--- config.mk ---
export PLATFORM = sky130hd
export DESIGN_NAME = dtc_top
export DESIGN_NICKNAME = d
export VERILOG_FILES = /design/src/pkg/dtc_pkg.sv /design/src/rtl/dtc_top.sv
export SDC_FILE = /design/constraint.sdc
export NUM_CORES = 1
export LEC_CHECK = 0
export CORE_ASPECT_RATIO = 1.2
export CORE_MARGIN = 1.5
export CORE_UTILIZATION = 35
export CTS_BUF_LIST = sky130_fd_sc_hd__clkbuf_8
export CTS_CLUSTER_SIZE = 30
export DETAILED_ROUTE_END_ITERATION = 8
export DONT_BUFFER_PORTS = 1
export SETUP_SLACK_MARGIN = 0.2
export SYNTH_ARGS = -nofsm -noshare
export SYNTH_HDL_FRONTEND = slang
export SYNTH_SLANG_ARGS = --single-unit
--- constraint.sdc ---
create_clock -name REF_CLK_I -period 1.75 [get_ports REF_CLK_I]
set_input_delay 0.0875 -clock REF_CLK_I [delete_from_list [all_inputs] [get_ports REF_CLK_I]]
set_output_delay 0.0875 -clock REF_CLK_I [all_outputs]
set_load 0.03 [all_outputs]
--- src/pkg/dtc_pkg.sv ---
package dtc_pkg;

    // special function register addresses
    localparam logic [7:0] ADDR_CTL  = 8'h88;
    localparam logic [7:0] ADDR_MODE = 8'h89;
    localparam logic [7:0] ADDR_LO0  = 8'h8A;
    localparam logic [7:0] ADDR_LO1  = 8'h8B;
    localparam logic [7:0] ADDR_HI0  = 8'h8C;
    localparam logic [7:0] ADDR_HI1  = 8'h8D;

    // values after reset
    localparam logic [7:0] RST_CTL  = 8'h00;
    localparam logic [7:0] RST_MODE = 8'h00;
    localparam logic [7:0] RST_CNT  = 8'h00;

    // machine cycle: 12 core clock periods, phase 0 is S1P1
    localparam int         MC_PERIODS = 12;
    localparam logic [3:0] PH_LAST    = 4'(MC_PERIODS - 1);
    localparam logic [3:0] PH_SAMPLE  = 4'h9;
    localparam logic [3:0] PH_UPDATE  = 4'h4;

    // mode register bit positions
    localparam int MB_GATE1 = 7;
    localparam int MB_SRC1  = 6;
    localparam int MB_MHI1  = 5;
    localparam int MB_MLO1  = 4;
    localparam int MB_GATE0 = 3;
    localparam int MB_SRC0  = 2;
    localparam int MB_MHI0  = 1;
    localparam int MB_MLO0  = 0;

    // control register bit positions
    localparam int CB_OVF1 = 7;
    localparam int CB_RUN1 = 6;
    localparam int CB_OVF0 = 5;
    localparam int CB_RUN0 = 4;

    typedef enum logic [1:0] {
        DTC_M13,
        DTC_M16,
        DTC_MRLD,
        DTC_MSPLIT
    } dtc_mode_t;

    typedef struct packed {
        logic [7:0] lo;
        logic [7:0] hi;
        logic       ovf;
    } dtc_cnt_t;

    typedef struct packed {
        logic [3:0]      phase;
        logic [7:0]      mode;
        logic [7:0]      ctl;
        logic [1:0][7:0] lo;
        logic [1:0][7:0] hi;
        logic [1:0]      pin_s1;
        logic [1:0]      pin_s2;
        logic [1:0]      gate_s1;
        logic [1:0]      gate_s2;
        logic [1:0]      smp;
        logic [1:0]      pend;
        logic [1:0]      pulse;
        logic [7:0]      rdata;
    } dtc_state_t;

endpackage

--- src/rtl/dtc_top.sv ---
`timescale 1ns/1ps

// Operation
// - timer function increments low byte once per 12-clock machine cycle
// - counter function samples count pin at sample phase, counts high-then-low
// - counted edge becomes visible at update phase of next machine cycle
// - one falling edge takes two machine cycles, max rate clock/24
// - each timer is high and low 8-bit registers, combined per mode
// - mode bit 7 gates timer 1 with its gate pin
// - mode bit 3 gates timer 0 with its gate pin
// - mode bit 6 selects timer 1 counter or timer source
// - mode bit 2 selects timer 0 counter or timer source
// - timer 1 mode field is mode bits 5 and 4
// - timer 0 mode field is mode bits 1 and 0
// - mode 00: 8-bit high counter behind 5-bit low prescaler
// - mode 01: high and low cascaded into one 16-bit counter
// - mode 10: low byte counts, reloads from high byte on overflow
// - mode 11 on timer 1 stops it and holds the count
// - mode 11 on timer 0: low uses timer 0 controls, high uses only the timer 1 run bit
// - mode register at 89H, resets 00H, byte access only
// - control register at 88H, resets 00H, bit addressable
// - overflow sets flag, cleared when processor vectors to the routine
// - control bits 6 and 4 are run controls of timers 1 and 0
// - autoreload leaves the high byte unchanged
module dtc_top
    import dtc_pkg::*;
(
    input  wire logic       REF_CLK_I,
    input  wire logic       RESETN_I,
    input  wire logic [7:0] SFR_ADDR_I,
    input  wire logic       SFR_WR_I,
    input  wire logic [7:0] SFR_WDATA_I,
    input  wire logic       SFR_RD_I,
    input  wire logic       SFR_BIT_WR_I,
    input  wire logic [2:0] SFR_BIT_IDX_I,
    input  wire logic       SFR_BIT_VAL_I,
    input  wire logic       COUNT_PIN_ZERO_I,
    input  wire logic       COUNT_PIN_ONE_I,
    input  wire logic       GATE_PIN_ZERO_I,
    input  wire logic       GATE_PIN_ONE_I,
    input  wire logic [1:0] VECTOR_ACK_I,
    output logic      [7:0] SFR_RDATA_O,
    output logic      [1:0] OVF_PULSE_O,
    output logic      [1:0] OVF_FLAG_O
);

    dtc_state_t state_ff;
    dtc_state_t nxt_state;

    function automatic logic hit(input logic [7:0] a, input logic [7:0] b);
        return a == b;
    endfunction

    // one count step of a timer in the given mode
    function automatic dtc_cnt_t step(input logic [1:0] m,
                                      input logic [7:0] lo,
                                      input logic [7:0] hi);
        dtc_cnt_t r;
        r.lo  = lo;
        r.hi  = hi;
        r.ovf = 1'b0;
        case (dtc_mode_t'(m))
            DTC_M13: begin
                // upper three low bits are left alone
                r.lo = {lo[7:5], lo[4:0] + 5'h01};
                if (lo[4:0] == 5'h1F) begin
                    {r.ovf, r.hi} = {1'b0, hi} + 9'h001;
                end
            end
            DTC_M16: begin
                {r.ovf, r.hi, r.lo} = {1'b0, hi, lo} + 17'h00001;
            end
            DTC_MRLD: begin
                {r.ovf, r.lo} = {1'b0, lo} + 9'h001;
                if (r.ovf) begin
                    r.lo = hi;
                end
            end
            default: begin
                {r.ovf, r.lo} = {1'b0, lo} + 9'h001;
            end
        endcase
        return r;
    endfunction

    logic     [1:0] run;
    logic     [1:0] inc;
    logic     [1:0] mset;
    logic     [1:0] ovf;
    logic           upd;
    logic           hi0_ovf;
    logic           split0;
    dtc_cnt_t       r0;
    dtc_cnt_t       r1;

    always_comb begin
        nxt_state = state_ff;
        nxt_state.pulse = 2'b00;
        r0 = '0;
        r1 = '0;
        hi0_ovf = 1'b0;
        ovf = 2'b00;

        // pins from outside pass two flip-flops
        nxt_state.pin_s1  = {COUNT_PIN_ONE_I, COUNT_PIN_ZERO_I};
        nxt_state.pin_s2  = state_ff.pin_s1;
        nxt_state.gate_s1 = {GATE_PIN_ONE_I, GATE_PIN_ZERO_I};
        nxt_state.gate_s2 = state_ff.gate_s1;

        nxt_state.phase = (state_ff.phase == PH_LAST) ? 4'h0 : state_ff.phase + 4'h1;
        upd = state_ff.phase == PH_UPDATE;

        // edge seen at sample phase is applied at next update phase
        if (state_ff.phase == PH_SAMPLE) begin
            nxt_state.smp  = state_ff.pin_s2;
            nxt_state.pend = state_ff.smp & ~state_ff.pin_s2;
        end else if (upd) begin
            nxt_state.pend = 2'b00;
        end

        split0 = state_ff.mode[MB_MHI0:MB_MLO0] == 2'b11;
        mset[0] = state_ff.mode[MB_SRC0];
        mset[1] = state_ff.mode[MB_SRC1];
        run[0] = state_ff.ctl[CB_RUN0] & (~state_ff.mode[MB_GATE0] | state_ff.gate_s2[0]);
        run[1] = state_ff.ctl[CB_RUN1] & (~state_ff.mode[MB_GATE1] | state_ff.gate_s2[1]);
        for (int i = 0; i < 2; i++) begin
            inc[i] = upd & run[i] & (mset[i] ? state_ff.pend[i] : 1'b1);
        end

        // timer 0
        if (inc[0]) begin
            r0 = step(state_ff.mode[MB_MHI0:MB_MLO0], state_ff.lo[0], state_ff.hi[0]);
            nxt_state.lo[0] = r0.lo;
            if (!split0) begin
                nxt_state.hi[0] = r0.hi;
            end
            ovf[0] = r0.ovf;
        end
        // split mode: high byte of timer 0 counts machine cycles on timer 1 run bit
        if (split0 && upd && state_ff.ctl[CB_RUN1]) begin
            {hi0_ovf, nxt_state.hi[0]} = {1'b0, state_ff.hi[0]} + 9'h001;
        end

        // timer 1; in split mode of timer 0 its overflow no longer raises a flag
        if (inc[1] && state_ff.mode[MB_MHI1:MB_MLO1] != 2'b11) begin
            r1 = step(state_ff.mode[MB_MHI1:MB_MLO1], state_ff.lo[1], state_ff.hi[1]);
            nxt_state.lo[1] = r1.lo;
            nxt_state.hi[1] = r1.hi;
        end
        ovf[1] = split0 ? hi0_ovf : r1.ovf;

        // software writes override the count step of the same cycle
        if (SFR_WR_I) begin
            if (hit(SFR_ADDR_I, ADDR_CTL)) begin
                nxt_state.ctl = SFR_WDATA_I;
            end else if (hit(SFR_ADDR_I, ADDR_MODE)) begin
                nxt_state.mode = SFR_WDATA_I;
            end else if (hit(SFR_ADDR_I, ADDR_LO0)) begin
                nxt_state.lo[0] = SFR_WDATA_I;
            end else if (hit(SFR_ADDR_I, ADDR_LO1)) begin
                nxt_state.lo[1] = SFR_WDATA_I;
            end else if (hit(SFR_ADDR_I, ADDR_HI0)) begin
                nxt_state.hi[0] = SFR_WDATA_I;
            end else if (hit(SFR_ADDR_I, ADDR_HI1)) begin
                nxt_state.hi[1] = SFR_WDATA_I;
            end
        end else if (SFR_BIT_WR_I) begin
            nxt_state.ctl[SFR_BIT_IDX_I] = SFR_BIT_VAL_I;
        end

        // vector acknowledge clears, a coincident overflow wins
        if (VECTOR_ACK_I[0]) begin
            nxt_state.ctl[CB_OVF0] = 1'b0;
        end
        if (VECTOR_ACK_I[1]) begin
            nxt_state.ctl[CB_OVF1] = 1'b0;
        end
        if (ovf[0]) begin
            nxt_state.ctl[CB_OVF0] = 1'b1;
        end
        if (ovf[1]) begin
            nxt_state.ctl[CB_OVF1] = 1'b1;
        end
        nxt_state.pulse = ovf;

        // read data is held until the next read; unmapped reads zero
        if (SFR_RD_I) begin
            if (hit(SFR_ADDR_I, ADDR_CTL)) begin
                nxt_state.rdata = state_ff.ctl;
            end else if (hit(SFR_ADDR_I, ADDR_MODE)) begin
                nxt_state.rdata = state_ff.mode;
            end else if (hit(SFR_ADDR_I, ADDR_LO0)) begin
                nxt_state.rdata = state_ff.lo[0];
            end else if (hit(SFR_ADDR_I, ADDR_LO1)) begin
                nxt_state.rdata = state_ff.lo[1];
            end else if (hit(SFR_ADDR_I, ADDR_HI0)) begin
                nxt_state.rdata = state_ff.hi[0];
            end else if (hit(SFR_ADDR_I, ADDR_HI1)) begin
                nxt_state.rdata = state_ff.hi[1];
            end else begin
                nxt_state.rdata = 8'h00;
            end
        end
    end

    always_ff @(posedge REF_CLK_I or negedge RESETN_I) begin
        if (!RESETN_I) begin
            state_ff       <= '0;
            state_ff.mode  <= RST_MODE;
            state_ff.ctl   <= RST_CTL;
            state_ff.lo    <= {RST_CNT, RST_CNT};
            state_ff.hi    <= {RST_CNT, RST_CNT};
            state_ff.rdata <= 8'h00;
        end else begin
            state_ff <= nxt_state;
        end
    end

    assign SFR_RDATA_O = state_ff.rdata;
    assign OVF_PULSE_O = state_ff.pulse;
    assign OVF_FLAG_O  = {state_ff.ctl[CB_OVF1], state_ff.ctl[CB_OVF0]};

    // checks
    logic any_wr;
    assign any_wr = SFR_WR_I | SFR_BIT_WR_I;
endmodule

==> metrics, run 1 <==
CTS buffer count=9; post-synthesis cell area=0.004942 mm2; Max-slew headroom=60.75%; crit path DAT=2270 ps; CP Launch Type=flop; clk slew on worst S/H paths=110 ps; area fraction of the dominant cell type after synthesis=37.47%; Worst Setup SP=state_ff[71]; drt wl/cell=21.68 um; Syn Inst Count=569; synth top area cells=dfrtp_1 37%, nand2_1 4.1%, nor2_1 4.0%, a21oi_1 3.5%, ha_1 2.3%; Design Power=0.006820 W; first-pass GRT wire length=28880 um; initial antenna violation count=0; final worst setup slack=-206.1 ps; CTS H-tree lvls=3; final setup fails=26; Crit. End Element=flop; drt drc=0; Hold WS=-631.2 ps; dpl ws=-232.5 ps; Core Region=0.01382 mm2; commonest non-fill, non-tap cell in the layout=buf_4; sequential fraction of the synthesis area=37.47%; Die ar.=0.01485 mm2; share of cells above drive strength 1=35.23%; status=complete, but fails checks; port bufs=0; Worst R2R End=state_ff[51]; RSZ-0062 raised after global routing=yes; most frequent cells in the layout=95 x buf_4, 71 x dfrtp_1, 52 x nand2_1; most common flop cell mapped by yosys=dfrtp_1; clk_skew=24.82 ps; Die Wd=111.5 um; via/cell ratio=6.069; Sink Count=74; WL final=18600 um; pin count of the biggest net entering global routing=75; Routed Antenna Nets=0; Crit Path Class=flop to flop; Max-Cap Viols=0; Post-Syn Area per Cell=8.686 um2; CTS tree=done; Initial DRT Pass Iterations=5; worst r2r src=state_ff[71]; Final Cycle Share=111.8%; min cycle time layout=1956 ps; Core Util, Final=50.06%; Compound-Gate Fraction of Synth Area=24.41%; Skew-Pair Late Insertion Delay=390 ps; Final nets=722; crit-path cells=inv_2 -> ha_4 -> nand4b_4 -> a2111o_1 -> or3_4 -> a21oi_2 -> o32a_1; largest family of logic cells by synthesized area=simple AND/OR/NAND/NOR gates; pins over their slew limit=0; Peak VDD IR=0.7118 mV; CP endpoint=state_ff[51]; Ports=43; Worst Path Required=2060 ps; RD Place Congestion=0.9368; vias in the first global route=5260; Synth warnings=0; XOR/XNOR Fraction of Synth Area=1.949%; setup TNS=-2417 ps; mux share of post-synthesis cell area=2.633%; CP peak stage delay=410 ps; root buf cell=clkbuf_8; adder and majority cell fraction of the synthesized area=2.278%; PD cells=985.8 mW/mm2; R2R setup slack=-210 ps; Slowest-stage cell, CP=dfrtp_1; Row Count=47; Post-synth ARST share=100.0%; n_diodes=0; Initial Utilization=35.76%; Die Y=133.2 um; clk buf depth=2; Area Growth Syn to Fin=39.97%; total gr overflow=0; simple-gate portion of the synthesized area=24.46%; Yosys reg bits=74; Post-synth EDFFs=0; post-DP HPWL=12670 um; syn_nets=609; Max Clk Rate=511.2 MHz; largest fanout on the critical path=6; Static Leak=2.749 nW; worst hold path type=primary input to asynchronous set/reset pin; Hold Fails Final Rpt=79; via count=5207; Cell variety after synth=78; DR iter-0 viols=439; failing checks=hold timing, setup timing; hold_buf cts=23; R2R cell count=7; largest area contributor in the netlist=dfrtp_1; total track usage=24.96%; Worst Max-Slew Pin Slew=586.8 ps
## Yosys cell counts, types with 5 or more instances
cell type,count
nor3_1,12
mux2_1,6
clkbuf_1,17
nor2_1,53
and4_1,9
xor2_1,6
a21oi_1,35
buf_2,11
a21o_1,6
a22oi_1,13
nor2b_1,10
o21ai_1,11
buf_4,13
nand2b_1,7
a211oi_1,10
ha_1,9
dfrtp_1,74
nand2_1,54
nor4_1,7
o221ai_1,6
nand3_1,16
a221o_1,5
inv_1,27
nand4_1,13
o32ai_1,8
a31oi_1,14
o21ai_0,18
xnor2_1,5
o22ai_1,5
o31ai_1,5
and3_1,11
## worst min path at each step
stage,end,slack [ps]
floorplan,OVF_FLAG_O[0],-210
global placement,state_ff[38],-210
detailed placement,state_ff[40],-210
CTS,state_ff[40],-650
global route,state_ff[39],-640
finish,state_ff[40],-630
## cell families after synthesis
group	count (synthesis)
and+or+nand+nor	218
xor gates and xnor gates	11
muxes	12
AOI/OAI and AO/OA	172
adders and majority gates	9
DFF	74
buffers and inverters	73
## worst max-delay path: cells and delay by family, from the launching register on
kind,cells,cell delay [ps]
AND/OR/NAND/NOR,2,560
adder cells (fa/ha/maj),1,150
flip-flops,1,410
AO/OA/AOI/OAI,3,680
buffers and inverters,1,90
## flip-flops by register name, summed over array words and instances, names as in the netlist
name,count
state_ff,56
SFR_RDATA_O,8
nxt_state,4
OVF_FLAG_O,2
OVF_PULSE_O,2
mset,2
## cell type report
class | instances | area [um2]
Sequential cell | 74 | 1856
Clock buffer | 9 | 123.9
Tap cell | 171 | 214.0
Timing Repair Buffer | 145 | 1294
Clock inverter | 7 | 66.31
Fill cell | 1249 | 6902
Multi-Input combinational cell | 422 | 3249
Inverter | 30 | 115.1
## per-layer routing
layer / GRT usage, % / part of all wire [%]
met1: 31.25 / 40
met2: 40.46 / 48
met3: 4.277 / 6.3
met4: 14.91 / 5.9
met5: 0 / 0
## repair_timing
| action | CTS | global route |
|---|---|---|
| setup endpoints to repair | 38 | 46 |
| pin swaps | 26 | 34 |
| buffers inserted | 14 | 11 |
| gates resized for setup | 46 | 62 |
| gates cloned | 0 | 1 |
| hold endpoints to repair | 134 | 79 |
## power breakdown
| group | internal [W] | leakage, nW | switching (W) |
|---|---|---|---|
| Sequential | 0.00203 | 0.869 | 0.000396 |
| Clock | 0.000554 | 0.0922 | 0.000803 |
| Combinational | 0.00143 | 1.79 | 0.00161 |
| Total | 0.00401 | 2.75 | 0.00281 |
## metrics by stage
stage | cells | area (um2)
2_1_floorplan | 569 | 5107
3_3_place_gp | 793 | 5822
3_5_place_dp | 793 | 5822
4_1_cts | 846 | 6551
5_1_grt | 858 | 6918
6_report | 858 | 6918
No activity file was read; power rests on OpenSTA's default activity.
==> run 2: changes to the inputs <==
- CORE_UTILIZATION: 35 -> 40
==> metrics, run 2 (synthesized netlist as in run 1, its figures left out) <==
Max Clk Rate=508.2 MHz (-0.59%); Max-Cap Viols=0 (unchanged); via/cell ratio=6.122 (+0.88%); CP Launch Type=flop; Final Cycle Share=112.4% (+0.67 points); Ports=43 (unchanged); dpl ws=-201.6 ps (+30.96 ps); Crit Path Class=flop to flop; Worst Setup SP=state_ff[71]; clk slew on worst S/H paths=100 ps (about the same); GR Layer Usage met1=35.66% (+4.4 points); Top reg by flops=state_ff; Hold WS=-618.3 ps (+12.92 ps); Skew-Pair Late Insertion Delay=390 ps (about the same); clk buf depth=2 (unchanged); Peak VDD IR=0.4901 mV (-31%); CP endpoint=state_ff[29]; Die Y=124.8 um (-6.3%); via count=5216 (+0.17%); port bufs=0 (unchanged); drt wl/cell=21.44 um (-1.1%); pins over their slew limit=0 (unchanged); Max-slew headroom=59.65% (-1.1 points); WL final=18260 um (-1.8%); largest fanout on the critical path=4 (-2); setup TNS=-2882 ps (-465.0 ps); Worst R2R End=state_ff[29]; status=complete, but fails checks; min cycle time layout=1968 ps (+11.68 ps); most frequent cells in the layout=110 x buf_4, 72 x dfrtp_1, 52 x nand2_1; root buf cell=clkbuf_8; share of cells above drive strength 1=34.44% (-0.78 points); initial antenna violation count=0 (unchanged); failing checks=hold timing, setup timing; DR iter-0 viols=552 (+26%); FILL cells=1071 (-14%); R2R setup slack=-220 ps (about the same); Die Wd=104.5 um (-6.3%); Crit. End Element=flop; Worst Path Required=2040 ps (-20 ps); Die ar.=0.01303 mm2 (-12%); n_diodes=0 (unchanged); total track usage=28.26% (+3.3 points); Hold Fails Final Rpt=74 (-6.3%); worst hold path type=primary input to asynchronous set/reset pin; pin count of the biggest net entering global routing=75 (unchanged); CTS buffer count=9 (unchanged); R2R cell count=7 (unchanged); clk_skew=19.84 ps (-4.983 ps); CTS tree=done; drt drc=0 (unchanged); grt met2 use=44.23% (+3.8 points); Row Count=44 (-6.4%); commonest non-fill, non-tap cell in the layout=buf_4; Routed Antenna Nets=0 (unchanged); RSZ-0062 raised after global routing=yes; max reg flops=56 (unchanged); final setup fails=32 (+23%); Initial Utilization=40.99% (+5.2 points); Core Region=0.01206 mm2 (-13%); worst r2r src=state_ff[71]; grt peak-use layer=met2; final worst setup slack=-217.8 ps (-11.68 ps); Worst Max-Slew Pin Slew=604.0 ps (+17.25 ps); Non-Filler Instances=852 (-0.70%); first-pass GRT wire length=28400 um (-1.7%); Initial DRT Pass Iterations=6 (+1); Static Leak=2.785 nW (+1.3%); total gr overflow=0 (unchanged); Sink Count=74 (unchanged); Final nets=726 (+0.55%); Area Growth Syn to Fin=38.33%; met3 usage=6.227% (+2.0 points); RD Place Congestion=0.9793 (+4.5%); PD cells=992.7 mW/mm2 (+0.70%); crit path DAT=2260 ps (about the same); Cells after DPL=788 (-0.63%); vias in the first global route=5242 (-0.34%); CTS H-tree lvls=3 (unchanged); post-DP HPWL=12550 um (-0.94%)
[run 2: worst max-delay path: stages, from the launching register on]
cell	delay [ps]
dfrtp_1	390
inv_2	80
ha_4	160
and4b_2	290
and4_4	250
o221ai_4	110
or4_4	460
a31oi_4	140
[run 2: cell type report]
class | count | area (um2) | area share (%)
Sequential cell | 74 | 1854 | 27.12
Clock buffer | 11 | 151.4 | 2.214
Timing Repair Buffer | 149 | 1245 | 18.21
Tap cell | 161 | 201.4 | 2.947
Multi-Input combinational cell | 422 | 3234 | 47.31
Clock inverter | 5 | 37.54 | 0.5490
Inverter | 30 | 112.6 | 1.647
[run 2: worst min-delay path by stage]
stage          startpoint       endpoint  slack, ps
3_3_place_gp     RESETN_I   state_ff[38]       -210
5_1_grt          RESETN_I   state_ff[39]       -630
6_report         RESETN_I   state_ff[41]       -620
3_5_place_dp     RESETN_I   state_ff[39]       -210
2_1_floorplan    RESETN_I  OVF_FLAG_O[0]       -210
4_1_cts          RESETN_I   state_ff[41]       -630
[run 2: per-stage QoR]
step	total power, W	util [%]	cell area [um2]
global placement	0.004859	48.18	5809
finish	0.006787	56.70	6837
detailed placement	0.004904	48.18	5809
global route	0.007148	56.70	6837
floorplan	0.003795	-	5107
CTS	0.006547	53.76	6481
[run 2: what timing repair did]
action                                  4_1_cts  5_1_grt
hold endpoints to repair                    134       75
gates resized for setup                      44       42
gates cloned                                  1        0
pin swaps                                    27       24
setup buffers                                 9       13
endpoints found under the setup margin       36       41
hold buffers                                 23        3
[run 2: power by group]
group	total [W]	internal (W)	switching (W)
registers	0.00240	0.00203	0.000373
clock network	0.00132	0.000597	0.000718
logic	0.00307	0.00145	0.00162
total	0.00679	0.00408	0.00271
[run 2: metal layers]
metal	wire length [um]	share of wire, %
met3	1247	6.8
met1	7444	41
met5	0	0
met4	839	4.6
met2	8733	48
==> run 3: changes to the inputs <==
- RECOVER_POWER: not set -> 50
- clock period: 1.75 -> 2.1 ns (I/O delays scaled with it)
==> metrics, run 3 (synthesized netlist as in run 1, its figures left out) <==
status=completed; most frequent cells in the layout=72 x dfrtp_1, 54 x nand2_1, 53 x nor2_1; Sink Count=74 (unchanged); via count=4857 (-6.9%); RSZ-0062 raised after global routing=yes; final setup fails=0 (-100%); total gr overflow=0 (unchanged); CTS tree=done; clk buf depth=2 (unchanged); Static Leak=2.316 nW (-17%); clk_skew=18.43 ps (-1.413 ps); Reg power frac=43.5% (+8.1 points); Sw Pwr=0.001997 W (-26%); drt wl/cell=22.08 um (+3.0%); Crit Path Class=flop to flop; Hold Fails Final Rpt=0 (-100%); Row Count=44 (unchanged); drt drc=0 (unchanged); Peak VDD IR=0.4247 mV (-13%); pins over their slew limit=0 (unchanged); pin count of the biggest net entering global routing=75 (unchanged); Routed Antenna Nets=0 (unchanged); Skew-Pair Late Insertion Delay=370 ps (-20 ps); Core Region=0.01206 mm2 (unchanged); port bufs=0 (unchanged); power share of the combinational group=33.6% (-12 points); worst hold path type=primary input to flop; Max-Cap Viols=0 (unchanged); setup TNS=0 ps (+2882 ps); Internal=0.002978 W (-27%); commonest non-fill, non-tap cell in the layout=dfrtp_1; CTS buffer count=9 (unchanged); largest fanout on the critical path=4 (unchanged); Ports=43 (unchanged); Max Clk Rate=509.6 MHz (+0.28%); Initial Utilization=40.99% (unchanged); Worst Max-Slew Pin Slew=1066 ps (+462.0 ps); Final Cycle Share=93.44% (-19 points); crit path DAT=2240 ps (-20 ps); via/cell ratio=6.235 (+1.8%); clk slew on worst S/H paths=80 ps (-20 ps); RD Place Congestion=0.9451 (-3.5%); min cycle time layout=1962 ps (-5.507 ps); total track usage=26.57% (-1.7 points); Crit. End Element=flop; WL final=17200 um (-5.8%); Top reg by flops=state_ff; Die Wd=104.5 um (unchanged); root buf cell=clkbuf_8; Final nets=650 (-10%); CTS H-tree lvls=3 (unchanged); post-DP HPWL=11540 um (-8.1%); max reg flops=56 (unchanged); DR iter-0 viols=579 (+4.9%); PD cells=844.4 mW/mm2 (-15%); Sw Ratio=40.14% (+0.18 points); CP Launch Type=flop; Worst Path Required=2380 ps (+340 ps); Design Power=0.004975 W (-27%); Area Growth Syn to Fin=19.22%; initial antenna violation count=2 (+2); share of cells above drive strength 1=19.51% (-15 points); Die ar.=0.01303 mm2 (unchanged); clock share of power=22.9% (+3.5 points); first-pass GRT wire length=26550 um (-6.5%); vias in the first global route=4677 (-11%); Max-slew headroom=28.93% (-31 points); Initial DRT Pass Iterations=5 (-1); Die Y=124.8 um (unchanged)
run 3: cell type report:
cell class	count	area, um2
multi-input cells	422	2902
well taps	161	201.4
flip-flops and latches	74	1854
diodes	3	7.507
inverters	30	112.6
clock inverters	7	68.82
repair buffers	73	621.8
clock buffers	9	123.9
fillers	1130	6165
run 3: worst paths after layout:
| check | cells after the start | from | slack, ps | endpoint |
|---|---|---|---|---|
| hold / removal | 2 | SFR_BIT_IDX_I[1] | 20 | state_ff[56] |
| min in group asynchronous | 2 | RESETN_I | 470 | state_ff[42] |
| setup / recovery | 7 | state_ff[70] | 140 | state_ff[29] |
| hold reg to reg | 0 | nxt_state[19] | 360 | state_ff[19] |
| max in group asynchronous | 2 | RESETN_I | 880 | state_ff[27] |
| setup reg to reg | 7 | state_ff[70] | 140 | state_ff[29] |
run 3: timing repair:
action | in CTS | in global routing
pin swaps | 9 | 12
endpoints found under the setup margin | 22 | 31
endpoints found under the hold margin | 134 | 0
hold buffers | 26 | 0
buffers inserted | 10 | 6
gates resized for setup | 9 | 31
run 3: per-stage QoR:
| stage | worst slack, ps | instances | area [um2] | hold WS [ps] | util [%] |
|---|---|---|---|---|---|
| 6_report | 137.7 | 779 | 5892 | 22.36 | 48.87 |
| 3_3_place_gp | 57.03 | 718 | 5165 | -189.1 | 42.84 |
| 5_1_grt | 68.55 | 778 | 5889 | 30.04 | 48.85 |
| 2_1_floorplan | 214.2 | 569 | 4955 | -190.6 | - |
| 3_5_place_dp | 21.78 | 718 | 5165 | -189.0 | 42.84 |
| 4_1_cts | 146.6 | 770 | 5732 | 4.169 | 47.54 |
run 3: critical path: stages (launching register included):
cell and delay, ps:
dfrtp_1 400, inv_2 70, ha_4 150, and4b_2 290
and4_4 240, o221ai_2 130, or4_4 420, a31oi_1 170
run 3: power by group through the flow:
stage               clock network, W  logic [W]  registers [W]
finish                       0.00114    0.00167        0.00217
global route                 0.00122    0.00183        0.00219
CTS                          0.00116    0.00157        0.00213
detailed placement                 0    0.00138        0.00217
global placement                   0    0.00138        0.00216
floorplan                          0    0.00114        0.00193
run 3: per-layer routing:
layer  share of wire (%)  GRT usage [%]
met5                   0              0
met4                 5.7          16.42
met2                  46          40.56
met1                  41          34.40
met3                 7.1          5.338
